<file path="config.mk">
export PLATFORM = sky130hd
export DESIGN_NAME = adcsq_top
export DESIGN_NICKNAME = d
export VERILOG_FILES = /design/src/rtl/adcsq_pkg.sv /design/src/rtl/adcsq_buf.sv /design/src/rtl/adcsq_top.sv
export VERILOG_INCLUDE_DIRS = /design/src /design/src/rtl
export SDC_FILE = /design/constraint.sdc
export NUM_CORES = 1
export LEC_CHECK = 0
export BUFFER_PORTS_ARGS = -buffer_cell sky130_fd_sc_hd__buf_2
export CAP_MARGIN = 40
export CORE_MARGIN = 5
export CORE_UTILIZATION = 35
export CTS_BUF_LIST = sky130_fd_sc_hd__clkbuf_16
export CTS_CLUSTER_DIAMETER = 100
export CTS_CLUSTER_SIZE = 14
export DETAILED_ROUTE_END_ITERATION = 10
export MAX_ROUTING_LAYER = met4
export SETUP_SLACK_MARGIN = 0.4
export SYNTH_ARGS = -nofsm -noshare
export SYNTH_HDL_FRONTEND = slang
export SYNTH_SLANG_ARGS = --single-unit
</file>
<file path="constraint.sdc">
create_clock -name i_mclk -period 2.6 [get_ports i_mclk]
set_input_delay 0.26 -clock i_mclk [delete_from_list [all_inputs] [get_ports i_mclk]]
set_output_delay 0.26 -clock i_mclk [all_outputs]
set_load 0.005 [all_outputs]
</file>
<file path="src/rtl/adcsq_regs.svh">
/*
 * Fixed numbers of the converter control sequencer: command byte fields,
 * mode codes, reset values and timing.
 * Assumes it is included by the top module only.
 */
`ifndef ADCSQ_REGS_SVH
`define ADCSQ_REGS_SVH

// ****************************************************************
// command byte layout
// ****************************************************************
`define ADCSQ_START_BIT 7
`define ADCSQ_CHAN_HI 6
`define ADCSQ_UNI_BIT 3
`define ADCSQ_SGL_BIT 2
`define ADCSQ_MODE_HI 1
`define ADCSQ_CMD_BITS 4'h8
`define ADCSQ_TRACK_AFTER 4'h5
`define ADCSQ_ROUTE_AFTER 4'h6

// ****************************************************************
// mode codes and reset values
// ****************************************************************
`define ADCSQ_MODE_FULLPD 2'h0
`define ADCSQ_MODE_FASTPD 2'h1
`define ADCSQ_MODE_INT 2'h2
`define ADCSQ_MODE_EXT 2'h3
`define ADCSQ_RST_MODE 2'h2
`define ADCSQ_RST_STROBE 1'h1
`define ADCSQ_RES_BITS 10
`define ADCSQ_PAD_BITS 6

// ****************************************************************
// timing
// ****************************************************************
`define ADCSQ_CLK_MHZ 200
`define ADCSQ_STEP_NS 560

`endif

</file>
<file path="src/rtl/adcsq_pkg.sv">
/*
 * Types of the converter control sequencer.
 * Assumes nothing beyond the constant header.
 */
package adcsq_pkg;

  // ****************************************************************
  // states
  // ****************************************************************
  typedef enum logic [2:0] {
    RX_SEARCH = 3'h1,
    RX_CMD = 3'h2,
    RX_WAIT = 3'h4
  } adcsq_rx_e;

  typedef enum logic [3:0] {
    CV_IDLE = 4'h1,
    CV_EXT = 4'h2,
    CV_INT = 4'h4,
    CV_DONE = 4'h8
  } adcsq_cv_e;

  // ****************************************************************
  // carriers
  // ****************************************************************
  typedef struct packed {
    logic [1:0] pos;
    logic [1:0] neg;
    logic neg_com;
  } adcsq_route_s;

endpackage : adcsq_pkg

</file>
<file path="src/rtl/adcsq_buf.sv">
/*
 * Small valid/ready buffer holding finished conversion words.
 * Assumes both sides run on i_mclk.
 */
`timescale 1ns/1ps
module adcsq_buf #(
  parameter int W = 10,
  parameter int DEPTH = 2
) (
  input wire logic i_mclk,
  input wire logic i_resetn,
  input wire logic i_valid,
  output logic o_ready,
  input wire logic [W-1:0] i_data,
  output logic o_valid,
  input wire logic i_ready,
  output logic [W-1:0] o_data
);
  localparam int AW = (DEPTH > 1) ? $clog2(DEPTH) : 1;
  logic [W-1:0] mem [DEPTH];
  logic [AW-1:0] wp, next_wp, rp, next_rp;
  logic [AW:0] cnt, next_cnt;
  logic push, pop;

  assign o_ready = (cnt != (AW+1)'(DEPTH));
  assign o_valid = (cnt != '0);
  assign o_data = mem[rp];

  // ****************************************************************
  // pointers
  // ****************************************************************
  always_comb begin
    push = i_valid && o_ready;
    pop = o_valid && i_ready;
    next_wp = wp;
    next_rp = rp;
    next_cnt = cnt;
    if (push) begin
      next_wp = (wp == AW'(DEPTH - 1)) ? '0 : wp + AW'(1);
    end
    if (pop) begin
      next_rp = (rp == AW'(DEPTH - 1)) ? '0 : rp + AW'(1);
    end
    if (push && !pop) begin
      next_cnt = cnt + (AW+1)'(1);
    end else if (pop && !push) begin
      next_cnt = cnt - (AW+1)'(1);
    end
  end

  always_ff @(posedge i_mclk or negedge i_resetn) begin
    if (!i_resetn) begin
      wp <= '0;
      rp <= '0;
      cnt <= '0;
    end else begin
      wp <= next_wp;
      rp <= next_rp;
      cnt <= next_cnt;
    end
  end

  // storage needs no reset; empty words are never presented
  always_ff @(posedge i_mclk) begin
    if (push) begin
      mem[wp] <= i_data;
    end
  end

endmodule : adcsq_buf

</file>
<file path="src/rtl/adcsq_top.sv">
/*
 * Serial control port and conversion sequencer of a four-input 10-bit
 * successive-approximation converter, run on the fast system clock.
 * Assumes the serial pins come from an external master and are synced
 * here, and that the analog comparator answers within a few clocks.
 */
`timescale 1ns/1ps
`include "adcsq_regs.svh"

module adcsq_top #(
  parameter int RES_W = `ADCSQ_RES_BITS,
  parameter int STEP_CYC = (`ADCSQ_STEP_NS * `ADCSQ_CLK_MHZ) / 1000
) (
  input wire logic i_mclk,
  input wire logic i_resetn,
  input wire logic i_sclk,
  input wire logic i_csn,
  input wire logic i_din,
  input wire logic i_comp_high,
  output logic o_dout,
  output logic o_dout_oe,
  output logic o_strobe,
  output logic o_strobe_oe,
  output logic o_track,
  output logic o_unipolar,
  output logic o_converting,
  output logic [1:0] o_mode,
  output logic [RES_W-1:0] o_dac_code,
  output adcsq_pkg::adcsq_route_s o_route
);
  import adcsq_pkg::*;

  localparam int OW = RES_W + `ADCSQ_PAD_BITS;
  localparam logic [RES_W-1:0] MID = {1'b1, {(RES_W-1){1'b0}}};
  localparam logic [15:0] STEP_LAST = 16'(STEP_CYC - 1);

  // ****************************************************************
  // helpers
  // ****************************************************************
  function automatic adcsq_route_s route_of(input logic [2:0] ch,
                                            input logic sgl);
    adcsq_route_s r;
    r.pos = {ch[1], ch[2]};
    r.neg = {ch[1], ~ch[2]};
    r.neg_com = sgl;
    return r;
  endfunction : route_of

  function automatic logic [RES_W-1:0] fmt(input logic [RES_W-1:0] c,
                                           input logic uni);
    return uni ? c : {~c[RES_W-1], c[RES_W-2:0]};
  endfunction : fmt

  // ****************************************************************
  // pin synchronisers
  // ****************************************************************
  logic [1:0] sclk_m, csn_m, din_m, comp_m;
  logic sclk_d;
  wire sclk_s = sclk_m[1];
  wire csn_s = csn_m[1];
  wire din_s = din_m[1];
  wire comp_s = comp_m[1];
  wire sclk_rise = sclk_s && !sclk_d;
  wire sclk_fall = !sclk_s && sclk_d;

  always_ff @(posedge i_mclk or negedge i_resetn) begin
    if (!i_resetn) begin
      sclk_m <= 2'h0;
      csn_m <= 2'h3;
      din_m <= 2'h0;
      comp_m <= 2'h0;
      sclk_d <= 1'b0;
    end else begin
      sclk_m <= {sclk_m[0], i_sclk};
      csn_m <= {csn_m[0], i_csn};
      din_m <= {din_m[0], i_din};
      comp_m <= {comp_m[0], i_comp_high};
      sclk_d <= sclk_s;
    end
  end

  // ****************************************************************
  // command receiver
  // ****************************************************************
  adcsq_rx_e rx_state, next_rx_state;
  logic [7:0] cmd_sr, next_cmd_sr;
  logic [3:0] rx_cnt, next_rx_cnt;
  logic track, next_track;
  adcsq_route_s route, next_route;
  logic cmd_done;

  always_comb begin
    next_rx_state = rx_state;
    next_cmd_sr = cmd_sr;
    next_rx_cnt = rx_cnt;
    next_track = track;
    next_route = route;
    cmd_done = 1'b0;
    if (csn_s) begin
      next_rx_state = RX_SEARCH;
      next_rx_cnt = 4'h0;
    end else begin
      unique case (rx_state)
        RX_SEARCH: if (sclk_rise && din_s) begin
          next_rx_state = RX_CMD;
          next_cmd_sr = 8'h01;
          next_rx_cnt = 4'h1;
        end
        RX_CMD: begin
          if (sclk_rise) begin
            next_cmd_sr = {cmd_sr[6:0], din_s};
            next_rx_cnt = rx_cnt + 4'h1;
            if (rx_cnt == `ADCSQ_CMD_BITS - 4'h1) begin
              next_rx_state = RX_WAIT;
            end
          end
          if (sclk_fall && rx_cnt == `ADCSQ_TRACK_AFTER) begin
            next_track = 1'b1;
          end
          if (sclk_fall && rx_cnt == `ADCSQ_ROUTE_AFTER) begin
            // channel and input type known after six bits
            next_route = route_of(cmd_sr[4:2], cmd_sr[0]);
          end
        end
        RX_WAIT: if (sclk_fall) begin
          cmd_done = 1'b1;
          next_track = 1'b0;
          next_rx_state = RX_SEARCH;
          next_rx_cnt = 4'h0;
        end
        default: next_rx_state = RX_SEARCH;
      endcase
    end
  end

  always_ff @(posedge i_mclk or negedge i_resetn) begin
    if (!i_resetn) begin
      rx_state <= RX_SEARCH;
      cmd_sr <= 8'h00;
      rx_cnt <= 4'h0;
      track <= 1'b0;
      route <= '0;
    end else begin
      rx_state <= next_rx_state;
      cmd_sr <= next_cmd_sr;
      rx_cnt <= next_rx_cnt;
      track <= next_track;
      route <= next_route;
    end
  end

  // ****************************************************************
  // conversion and shift-out
  // ****************************************************************
  adcsq_cv_e cv_state, next_cv_state;
  logic [RES_W-1:0] trial, next_trial;
  logic [3:0] idx, next_idx;
  logic [15:0] div, next_div;
  logic [1:0] mode, next_mode;
  logic uni, next_uni;
  logic strobe, next_strobe, dout, next_dout;
  logic converting, next_converting;
  logic [OW-1:0] osr, next_osr;
  logic [4:0] ocnt, next_ocnt;
  logic step, bit_now, push, pop, buf_in_ready, buf_out_valid;
  logic [RES_W-1:0] buf_out;

  always_comb begin
    next_cv_state = cv_state;
    next_trial = trial;
    next_idx = idx;
    next_div = div;
    next_mode = mode;
    next_uni = uni;
    next_strobe = strobe;
    next_dout = dout;
    next_osr = osr;
    next_ocnt = ocnt;
    push = 1'b0;
    // ready only while no shift edge competes with the load
    pop = buf_out_valid && ocnt == 5'h0 && !sclk_fall;
    // external steps ride the host clock, internal ones the divider
    step = (cv_state == CV_EXT) ? sclk_fall :
           (cv_state == CV_INT && div == 16'h0);
    bit_now = comp_s;
    if (cv_state == CV_INT) begin
      next_div = (div == 16'h0) ? STEP_LAST : div - 16'h1;
    end
    if (pop) begin
      next_osr = {buf_out, {`ADCSQ_PAD_BITS{1'b0}}};
      next_ocnt = 5'(OW);
    end else if (sclk_fall && !csn_s && cv_state != CV_EXT) begin
      next_dout = osr[OW-1];
      next_osr = {osr[OW-2:0], 1'b0};
      if (ocnt != 5'h0) begin
        next_ocnt = ocnt - 5'h1;
      end
    end
    if (csn_s && mode == `ADCSQ_MODE_EXT) begin
      next_strobe = 1'b0;
    end
    if (cmd_done) begin
      next_mode = cmd_sr[`ADCSQ_MODE_HI:0];
      next_uni = cmd_sr[`ADCSQ_UNI_BIT];
      next_trial = MID;
      next_idx = 4'(RES_W - 1);
      unique case (cmd_sr[`ADCSQ_MODE_HI:0])
        `ADCSQ_MODE_EXT: begin
          next_cv_state = CV_EXT;
          next_strobe = 1'b1;
          next_dout = 1'b0;
          next_ocnt = 5'h0;
          next_osr = '0;
        end
        `ADCSQ_MODE_INT: begin
          next_cv_state = CV_INT;
          next_strobe = 1'b0;
          next_div = STEP_LAST;
        end
        default: next_cv_state = CV_IDLE;
      endcase
    end else if (step) begin
      // keep the decided bit, try the next lower one
      next_trial[idx] = bit_now;
      if (idx != 4'h0) begin
        next_trial[idx - 4'h1] = 1'b1;
      end
      next_idx = idx - 4'h1;
      if (cv_state == CV_EXT) begin
        next_strobe = 1'b0;
        next_dout = (idx == 4'(RES_W - 1)) ? bit_now ^ !uni : bit_now;
        if (idx == 4'h0) begin
          next_cv_state = CV_IDLE;
        end
      end else if (idx == 4'h0) begin
        next_cv_state = CV_DONE;
      end
    end else if (cv_state == CV_DONE && buf_in_ready) begin
      // a full buffer stalls here; strobe stays low until stored
      push = 1'b1;
      next_strobe = 1'b1;
      next_cv_state = CV_IDLE;
    end
    // busy flag registered so the pin comes straight from a flop
    next_converting = (next_cv_state == CV_EXT) ||
                      (next_cv_state == CV_INT);
  end

  always_ff @(posedge i_mclk or negedge i_resetn) begin
    if (!i_resetn) begin
      cv_state <= CV_IDLE;
      trial <= '0;
      idx <= 4'h0;
      div <= 16'h0;
      mode <= `ADCSQ_RST_MODE;
      uni <= 1'b0;
      strobe <= `ADCSQ_RST_STROBE;
      dout <= 1'b0;
      osr <= '0;
      ocnt <= 5'h0;
      converting <= 1'b0;
    end else begin
      cv_state <= next_cv_state;
      trial <= next_trial;
      idx <= next_idx;
      div <= next_div;
      mode <= next_mode;
      uni <= next_uni;
      strobe <= next_strobe;
      dout <= next_dout;
      osr <= next_osr;
      ocnt <= next_ocnt;
      converting <= next_converting;
    end
  end

  adcsq_buf #(.W(RES_W), .DEPTH(2)) u_buf (
    .i_mclk(i_mclk),
    .i_resetn(i_resetn),
    .i_valid(push),
    .o_ready(buf_in_ready),
    .i_data(fmt(trial, uni)),
    .o_valid(buf_out_valid),
    .i_ready(pop),
    .o_data(buf_out)
  );

  // ****************************************************************
  // pin enables and outputs
  // ****************************************************************
  logic dout_oe, strobe_oe;
  always_ff @(posedge i_mclk or negedge i_resetn) begin
    if (!i_resetn) begin
      dout_oe <= 1'b0;
      strobe_oe <= 1'b1;
    end else begin
      dout_oe <= !csn_s;
      strobe_oe <= !csn_s || mode != `ADCSQ_MODE_EXT;
    end
  end

  assign o_dout = dout;
  assign o_dout_oe = dout_oe;
  assign o_strobe = strobe;
  assign o_strobe_oe = strobe_oe;
  assign o_track = track;
  assign o_unipolar = uni;
  assign o_mode = mode;
  assign o_dac_code = trial;
  assign o_route = route;
  assign o_converting = converting;
endmodule : adcsq_top

</file>
-- Yosys cells after proc, flatten, opt, wreduce, memory -nomap -nowiden
Memory sizes are Yosys's and may differ from the RTL's.
Index checks and enable logic that the tools add are counted.
- $lt $le $gt $ge: 4
- mux-type cells: 74
- add/subtract/negate cells: 8
- reduce and logical (&&, ||, !) cells: 43
- equal/unequal tests: 26
- bitwise logic cells: 5
- operator list (operator ; count):
    2-to-1 mux 16 bit ; 8
    2-to-1 mux 4 bit ; 12
    2-to-1 mux 10 bit ; 4
    2-to-1 mux 5 bit ; 7
    2-to-1 mux 1 bit ; 27
    == test 4 x 3 -> 1 bit, second input constant ; 5
    logical AND 1 bit ; 18
    logical NOT 16 bit ; 1
    AND reduction 4 bit ; 4
    subtractor 16 x 1 -> 16 bit, second input constant ; 1
    2-to-1 mux 3 bit ; 5
    inequality test 2 bit, second input constant ; 6
    inequality test 3 bit, second input constant ; 4
    one-hot mux 4 bit (3 select lines) ; 1
    bitwise mux 10 bit ; 1
    less-than comparator 4 x 5 -> 1 bit, second input constant ; 2
    OR 10 bit ; 1
    one-hot mux 5 bit (2 select lines) ; 1
    nonzero test 2 bit ; 5
    one-hot mux 3 bit (3 select lines) ; 1
    demux 1 bit (select 4 bit) ; 2
    == test 4 x 2 -> 1 bit, second input constant ; 2
    == test 4 bit, second input constant ; 2
    >= comparator 4 x 1 -> 1 bit, second input constant ; 2
    23 further kinds ; 38
- bits of input ports: 6
- output and inout port bits: 24
- register bits after elaboration: 94
- memories: 1
- logic and storage cells: 189
- bits in writable memories: 20
- memories (memory ; depth ; bits a word ; read ports ; clocked after memory_dff ; write ports ; RTL line ; RTL):
    u_buf.mem ; 2 ; 10 ; 1 ; 0 ; 1 ; adcsq_buf.sv:20 ; logic [W-1:0] mem [DEPTH];

-- Longest topological paths before layout
Gate-level depths: netlist of run 1.
- depth in word-level cells: 11
- mapped depth: 9
- mapped depth without buffers: 8

-- Hierarchy
From an unflattened synthesis of run 1, not the netlist that was laid out.
- cells, all modules: 534
- area, all modules: 5490.3 µm²
- modules (own cells, without submodules) (module ; times used ; area an instance (µm²) ; cells an instance ; sequential area each (µm²)):
    adcsq_top ; 1 ; 4558.1 ; 485 ; 2235.9
    adcsq_buf ; 1 ; 932.1 ; 49 ; 700.7

-- Least setup slack after synthesis of run 1
No wires, ideal clock.
- path type: register to register
- start: register cv_state[0]
- end: memory u_buf.mem[0][0], enable pin
- buffers on the path: 0
- library setup time: 0.390 ns
- data required time: 2.210 ns
- stages on the path, launching flop included: 5
- clock period less this slack: 2.474 ns
- arrival time: 2.084 ns
- setup slack: 0.126 ns
- path through: dfstp_2 -> or4b_2 -> a21oi_1 -> inv_1 -> nor3_1
- cells in the longest elaborated chain, start to end: 8
- elaborated cells on any way between the ends: 12
- those cells by class: 3 x eq/ne; 6 x mux; 3 x reduce/logical
- RTL lines (element ; RTL line ; RTL):
    start, declared ; adcsq_top.sv:155 ; adcsq_cv_e cv_state, next_cv_state;
    start signal, assigned ; adcsq_top.sv:263 ; cv_state <= next_cv_state;
    == test 4 bit / == test 4 x 3 -> 1 bit (equally long branches) ; adcsq_top.sv:238, adcsq_top.sv:184 ;
    logical AND 1 bit, on equally long branches ; adcsq_top.sv:238, adcsq_top.sv:184 ;
    2-to-1 mux 1 bit, on equally long branches ; adcsq_top.sv:238, adcsq_top.sv:183 ;
    2-to-1 mux 1 bit (*) ; adcsq_top.sv:222 ; end else if (step) begin
    2-to-1 mux 1 bit (*) ; adcsq_top.sv:202 ; if (cmd_done) begin
    logical AND 1 bit (*) ; adcsq_buf.sv:33 ; push = i_valid && o_ready;
    2-to-1 mux 1 bit (*) ; adcsq_buf.sv:65 ; if (push) begin
    2-to-1 mux 1 bit (not written as such) (*) ; adcsq_buf.sv:66 ; mem[wp] <= i_data;
    end, declared ; adcsq_buf.sv:20 ;
Mark *: on every way between the ends. The rest lies on a longest branch, timed or not.

-- Worst setup path in the final report of run 1
- start: register cv_state[3]
- end: register trial[5] (netlist: o_dac_code[5])
- cells in the longest elaborated chain, start to end: 4
- elaborated cells on any way between the ends: 5
- those cells by class: 2 x eq/ne; 1 x mux; 2 x reduce/logical
- RTL lines (element ; RTL line ; RTL):
    == test 4 x 3 -> 1 bit ; adcsq_top.sv:184 ; (cv_state == CV_INT && div == 16'h0);
    logical AND 1 bit ; adcsq_top.sv:184 ;
    2-to-1 mux 1 bit (*) ; adcsq_top.sv:183 ; step = (cv_state == CV_EXT) ? sclk_fall :
    nonzero test 2 bit (no source line) (*) ; - ;
    end signal, assigned ; adcsq_top.sv:264 ; trial <= next_trial;
    end, declared ; adcsq_top.sv:156 ; logic [RES_W-1:0] trial, next_trial;
Marks and branches as above.
A chain may end at the register's enable or synchronous reset.

==> impl_metrics.env, run 1 <==
export IMPL_status="completed"
export IMPL_synthMuxAreaShare_pct=1.02
export IMPL_switching_share_pct=20.5
export IMPL_fmax_mhz=479
export IMPL_synth_top_family_by_area="simple AND/OR/NAND/NOR gates"
export IMPL_wl_per_cell_um=15.0
export IMPL_netlist_instances=526
export IMPL_place_inst=720
export IMPL_r2r_setup_slack_ns=0.51
export IMPL_worstSetupEndpointType="flip-flop"
export IMPL_tns_ns=0
export IMPL_cp_max_fo=6
export IMPL_rows=45
export IMPL_synth_area_leaders="dfrtp_1 40%, edfxtp_1 11%, nand2_1 6.4%"
export IMPL_antenna_found_initial=0
export IMPL_required_ns=2.87
export IMPL_p_sw_mw=0.921
export IMPL_synth_compound_area_share_pct=14.2
export IMPL_finalWirelength_um=11400
export IMPL_power_share_combinational_pct=3.4
export IMPL_drive_gt1_share_pct=20.6
export IMPL_gp_congestion=0.816
export IMPL_synth_adder_area_share_pct=2.56
export IMPL_vdd_drop_max_uv=330
export IMPL_synth_top_area_share_pct=40.0
export IMPL_drcViolationCount=0
export IMPL_synth_xor_xnor_area_share_pct=3.90
export IMPL_htreeDepth=4
export IMPL_synth_enable_flop_cells=20
export IMPL_grt_pass1_wl_um=19700
export IMPL_drt_iter0_markers=252
export IMPL_cp_data_arrival_time_ns=2.36
export IMPL_synth_common_cells="92 x nand2_1, 86 x dfrtp_1, 39 x nor2_1, 24 x a21oi_1, 20 x edfxtp_1"
export IMPL_setup_violations=0
export IMPL_worstHoldPathCells=0
export IMPL_clk_latency_ns=0.41
export IMPL_dp_hpwl_um=7610
export IMPL_power_leakage_nw=2.76
export IMPL_synthSimpleGateAreaFrac_pct=19.5
export IMPL_rr_worst_depth=6
export IMPL_intPower_mw=3.56
export IMPL_numPortBuffers=29
export IMPL_path_cells="or3b_4, or3_4, o21ai_2, nand2b_2, nor2_2, a31oi_1"
export IMPL_period_needed_ns=2.09
export IMPL_yosysWarnings=0
export IMPL_cp_start_kind="flip-flop"
export IMPL_fin_cells=760
export IMPL_drtPass1Iterations=4
export IMPL_hold_viol=0
export IMPL_timing_final_crit_share_pct=80.3
export IMPL_layout_nets=576
export IMPL_cp_slowest_cell="or3b_4"
export IMPL_synth_area_um2=5390
export IMPL_pwr_share_seq_pct=41.8
export IMPL_final_max_slew_viol_count=0
export IMPL_synth_seq_area_share_pct=54.5
export IMPL_core_um2=15100
export IMPL_finClkSkew_ns=0.00804
export IMPL_start_util_pct=35.6
export IMPL_synth_fp_nets=543
export IMPL_maxSlewHeadroom_pct=59.0
export IMPL_die_w_um=134
export IMPL_p_per_area_nw_per_um2=693
export IMPL_clock_sinks=113
export IMPL_ys_types=64
export IMPL_grt_pass1_vias=3973
export IMPL_ys_ff_latch=113
export IMPL_r2r_start="cv_state[3]"
export IMPL_track_usage_pct=14.0
export IMPL_io_pins=30
export IMPL_critPathMaxStageDelay_ns=0.45
export IMPL_postLayoutCoreUtil_pct=42.7
export IMPL_vias=3957
export IMPL_hold_end="sclk_m[1]"
export IMPL_yosysTopAreaCell="dfrtp_1"
export IMPL_die_h_um=134
export IMPL_hold_path_class="flip-flop to flip-flop"
export IMPL_synthMostInstantiatedCell="nand2_1"
export IMPL_hold_start="sclk_m[0]"
export IMPL_diodes=0
export IMPL_r2r_end="o_dac_code[5]"
export IMPL_power_frac_clock_pct=54.8
export IMPL_avgViaCountPerCell=5.21
export IMPL_dieArea_um2=18000
export IMPL_synthArstFlopShare_pct=82.3
export IMPL_ant_nets=0
export IMPL_clock_tree_root_cell="clkbuf_16"
export IMPL_numCtsBuffers=17
export IMPL_grt_overflow_total=0
export IMPL_tightest_slew_ns=0.615
export IMPL_grt_setup_unrepaired="true"
export IMPL_synth_area_per_cell_um2=10.2
export IMPL_clk_path_buf_depth=2
export IMPL_maxCapViolCount=0
export IMPL_cts_tree="yes"
export IMPL_synth_ff_type="dfrtp_1"
export IMPL_path_clk_slew_ns=0.05
export IMPL_crit_type="flip-flop to flip-flop"
export IMPL_area_delta_synth_final_pct=20.2
export IMPL_grt_max_degree=49
-- cells by family (layout without fill, tap and decap cells) --
family / after synthesis / count (layout)
and+or+nand+nor: 215 / 215
DFF: 113 / 113
AOI/OAI and AO/OA: 110 / 110
buffers and inverters: 48 / 94
xor gates and xnor gates: 24 / 24
adders and majority gates: 11 / 11
muxes: 5 / 5
-- per-stage QoR --
| stage | hold WS (ns) | worst slack (ns) | instance area (um2) | total power [mW] |
|---|---|---|---|---|
| 3_3_place_gp | 0.313 | 0.336 | 5690 | 2.04 |
| 2_1_floorplan | -0.0356 | 0.427 | 5400 | 1.97 |
| 3_5_place_dp | 0.323 | 0.287 | 5690 | 2.05 |
| 6_report | 0.337 | 0.513 | 6470 | 4.48 |
| 5_1_grt | 0.350 | 0.388 | 6470 | 4.65 |
| 4_1_cts | 0.341 | 0.354 | 6400 | 4.53 |
-- worst max-delay path: cells and delay by family, from the launching register on --
| kind | cells | cell delay, ns |
|---|---|---|
| compound gates | 2 | 0.26 |
| flops | 1 | 0.43 |
| simple gates | 4 | 1.25 |
-- flip-flops by register name (all words and copies together) (netlist names), 3 cells and up --
register and flops:
u_buf.mem 20, idx 4, rx_cnt 4, rx_state 3, cv_state 4, o_dac_code 10, div 16, o_route 4
osr 16, cmd_sr 5, ocnt 5
-- worst max path at each step --
stage / startpoint / to / slack [ns] / depth (start not counted)
6_report: cv_state[3] / o_dac_code[5] / 0.51 / 6
5_1_grt: sclk_m[1] / o_converting / 0.39 / 6
4_1_cts: idx[0] / o_converting / 0.35 / 7
3_5_place_dp: cv_state[0] / u_buf.mem[0][5] / 0.29 / 4
3_3_place_gp: cv_state[0] / u_buf.mem[0][4] / 0.34 / 4
2_1_floorplan: cv_state[0] / u_buf.mem[0][0] / 0.43 / 4
-- cells in the final DEF, fill, tap and decap left out, types with 5 or more instances in the layout --
master,instances
a311oi_1,11
dlygate4sd3_1,5
nor2_1,37
inv_1,16
ha_1,10
nor4_2,5
a21oi_1,23
a21oi_2,5
buf_4,12
nand2_1,92
nand2b_1,5
dfstp_2,7
nand3_1,14
dfrtp_1,83
xor2_1,6
xnor2_1,18
bufinv_16,5
a211oi_1,14
nor2b_1,13
o21ai_1,5
o21ai_0,18
edfxtp_1,20
clkbuf_16,17
buf_2,28
nor3_1,11
-- what timing repair did --
item | in CTS | in global routing
setup endpoints to repair | 24 | 43
buffers inserted | 1 | 2
hold buffers | 5 | 0
pin swaps | 1 | 0
gates resized for setup | 5 | 16
hold endpoints to repair | 49 | 0
-- final cells by class --
| type | count | area (um2) |
|---|---|---|
| multi-input cells | 365 | 2310 |
| inverters | 16 | 60.1 |
| repair buffers | 46 | 300 |
| fillers | 1418 | 8670 |
| clock buffers | 17 | 425 |
| clock inverters | 15 | 198 |
| flip-flops and latches | 113 | 2940 |
| well taps | 188 | 235 |
-- layer usage --
metal	part of all wire, %	GRT usage, %	up-vias
met2	49	21.9	57
li1	-	-	1930
met5	0	-	-
met1	47	17.6	1955
met4	1.4	5.71	0
met3	2.8	3.23	15
-- power by group through the flow --
stage	sequential (mW)	combinational, mW	clock [mW]
final	1.87	0.151	2.46
after global routing	1.88	0.178	2.60
after CTS	1.87	0.150	2.51
after detailed placement	1.90	0.142	0
after global placement	1.90	0.137	0
after floorplan	1.88	0.0980	0
Power figures use the tool's default switching activity.
==> run 2, diff against run 1 <==
- clock period: 2.6 -> 2 ns (I/O delays scaled with it)
==> impl_metrics.env, run 2 (synthesis results as in run 1) <==
export IMPL_maxCapViolCount=0
export IMPL_p_per_area_nw_per_um2=737
export IMPL_grt_pass1_vias=4487
export IMPL_required_ns=2.35
export IMPL_regMostFlops="u_buf.mem"
export IMPL_period_needed_ns=1.99
export IMPL_cp_data_arrival_time_ns=2.33
export IMPL_track_usage_pct=16.0
export IMPL_r2r_start="cv_state[1]"
export IMPL_tightest_slew_ns=1.07
export IMPL_vias=4494
export IMPL_area_delta_synth_final_pct=50.5
export IMPL_critPathMaxStageDelay_ns=0.44
export IMPL_avgViaCountPerCell=5.29
export IMPL_antenna_found_initial=0
export IMPL_grt_setup_unrepaired="true"
export IMPL_diodes=0
export IMPL_pre_cts_ws_ns=-0.0537
export IMPL_drt_iter0_markers=270
export IMPL_hold_viol=0
export IMPL_cp_max_fo=7
export IMPL_final_common_cell="nand2_1"
export IMPL_crit_type="flip-flop to flip-flop"
export IMPL_largest_register_ffs=20
export IMPL_numCtsBuffers=17
export IMPL_drive_gt1_share_pct=45.2
export IMPL_postLayoutCoreUtil_pct=53.5
export IMPL_grt_max_degree=43
export IMPL_rows=45
export IMPL_fmax_mhz=503
export IMPL_cp_slowest_cell="dfrtp_2"
export IMPL_gp_congestion=0.890
export IMPL_path_clk_slew_ns=0.06
export IMPL_drcViolationCount=0
export IMPL_fillers=1247
export IMPL_timing_final_crit_share_pct=99.3
export IMPL_grt_overflow_total=0
export IMPL_setup_violations=0
export IMPL_clock_sinks=113
export IMPL_cts_tree="yes"
export IMPL_fin_ws_ns=0.0135
export IMPL_status="completed"
export IMPL_start_util_pct=35.6
export IMPL_path_cells="nor4b_4, buf_4, nand4_1, or2_4, or3_4, a21oi_2"
export IMPL_power_leakage_nw=3.44
export IMPL_htreeDepth=4
export IMPL_vdd_drop_max_uv=683
export IMPL_numPortBuffers=29
export IMPL_cp_start_kind="flip-flop"
export IMPL_die_w_um=134
export IMPL_dp_hpwl_um=8270
export IMPL_placed_area_um2=6130
export IMPL_dieArea_um2=18000
export IMPL_grt_pass1_wl_um=22400
export IMPL_io_pins=30
export IMPL_most_common_layout_cells="82 x nand2_1, 79 x dfrtp_1, 66 x buf_4"
export IMPL_clk_path_buf_depth=2
export IMPL_core_um2=15100
export IMPL_final_max_slew_viol_count=0
export IMPL_rr_worst_depth=6
export IMPL_worstSetupEndpointType="flip-flop"
export IMPL_hold_path_class="input pin to async pin"
export IMPL_clock_tree_root_cell="clkbuf_16"
export IMPL_finClkSkew_ns=0.0135
export IMPL_drtPass1Iterations=5
export IMPL_layout_nets=666
export IMPL_wl_per_cell_um=17.2
export IMPL_r2r_end="div[7]"
export IMPL_fin_cells=850
export IMPL_maxSlewHeadroom_pct=28.6
export IMPL_r2r_setup_slack_ns=0.01
export IMPL_largestRegisters="u_buf.mem x20, div x16, osr x16"
export IMPL_final_cell_area_um2=8100
export IMPL_die_h_um=134
export IMPL_ant_nets=0
export IMPL_clk_latency_ns=0.42
export IMPL_place_inst=754
export IMPL_finalWirelength_um=14600
run 2: changes by cell type in the layout (fill, tap and decap cells not counted), moves of 9 or more:
cell      change
a211oi_1     -13
a21oi_1      -10
a21oi_2       +9
buf_4        +54
buf_6        +22
nand2_1      -10
run 2: routing by layer:
layer  up-vias  global-route usage (%)  wire (um)
li1       2107                       -          -
met1      2236                    19.9       6300
met2       115                    25.5       7470
met3        36                    4.31        607
met4         0                    5.20        269
met5         -                       -          0
run 2: cell type report:
| cell class | instances | area [um2] | share of cell area, % |
|---|---|---|---|
| Inverter | 16 | 62.6 | 0.772 |
| Sequential cell | 113 | 2950 | 36.3 |
| Tap cell | 188 | 235 | 2.90 |
| Multi-Input combinational cell | 369 | 3070 | 37.8 |
| Clock buffer | 19 | 475 | 5.87 |
| Clock inverter | 13 | 139 | 1.71 |
| Timing Repair Buffer | 132 | 1180 | 14.5 |
run 2: timing repair:
item / 4_1_cts / 5_1_grt
endpoints found under the setup margin: 87 / 95
cloned: 6 / 3
pin swaps: 38 / 49
hold endpoints to repair: 33 / 0
gates resized for setup: 78 / 76
hold buffers: 5 / 0
buffers inserted: 32 / 18
run 2: power breakdown:
part           switching, mW  total, mW  internal (mW)
clock network           1.08       3.16           2.07
logic                  0.175      0.364          0.189
registers             0.0725       2.45           2.38
run 2: worst max path at each step:
stage | from | endpoint | slack [ns]
2_1_floorplan | cv_state[1] | o_dac_code[4] | 0.11
3_3_place_gp | cv_state[1] | div[7] | 0.04
3_5_place_dp | cv_state[1] | idx[3] | -0.05
4_1_cts | cv_state[3] | idx[3] | 0.10
5_1_grt | cv_state[2] | o_converting | -0.03
6_report | cv_state[1] | div[7] | 0.01
run 2: per-stage QoR:
stage               setup TNS, ns  hold slack, ns  power [mW]
detailed placement        -0.0941           0.168        2.71
global route              -0.0889           0.320        6.17
CTS                             0           0.265        5.92
finish                          0           0.252        5.97
floorplan                       0         -0.0956        2.58
global placement                0           0.168        2.70
run 2: worst max-delay path: cells and delay by family (launching register included):
kind	cells	cell delay [ns]
compound gates	1	0.13
flops	1	0.44
buf+inv	1	0.18
simple gates	4	1.16
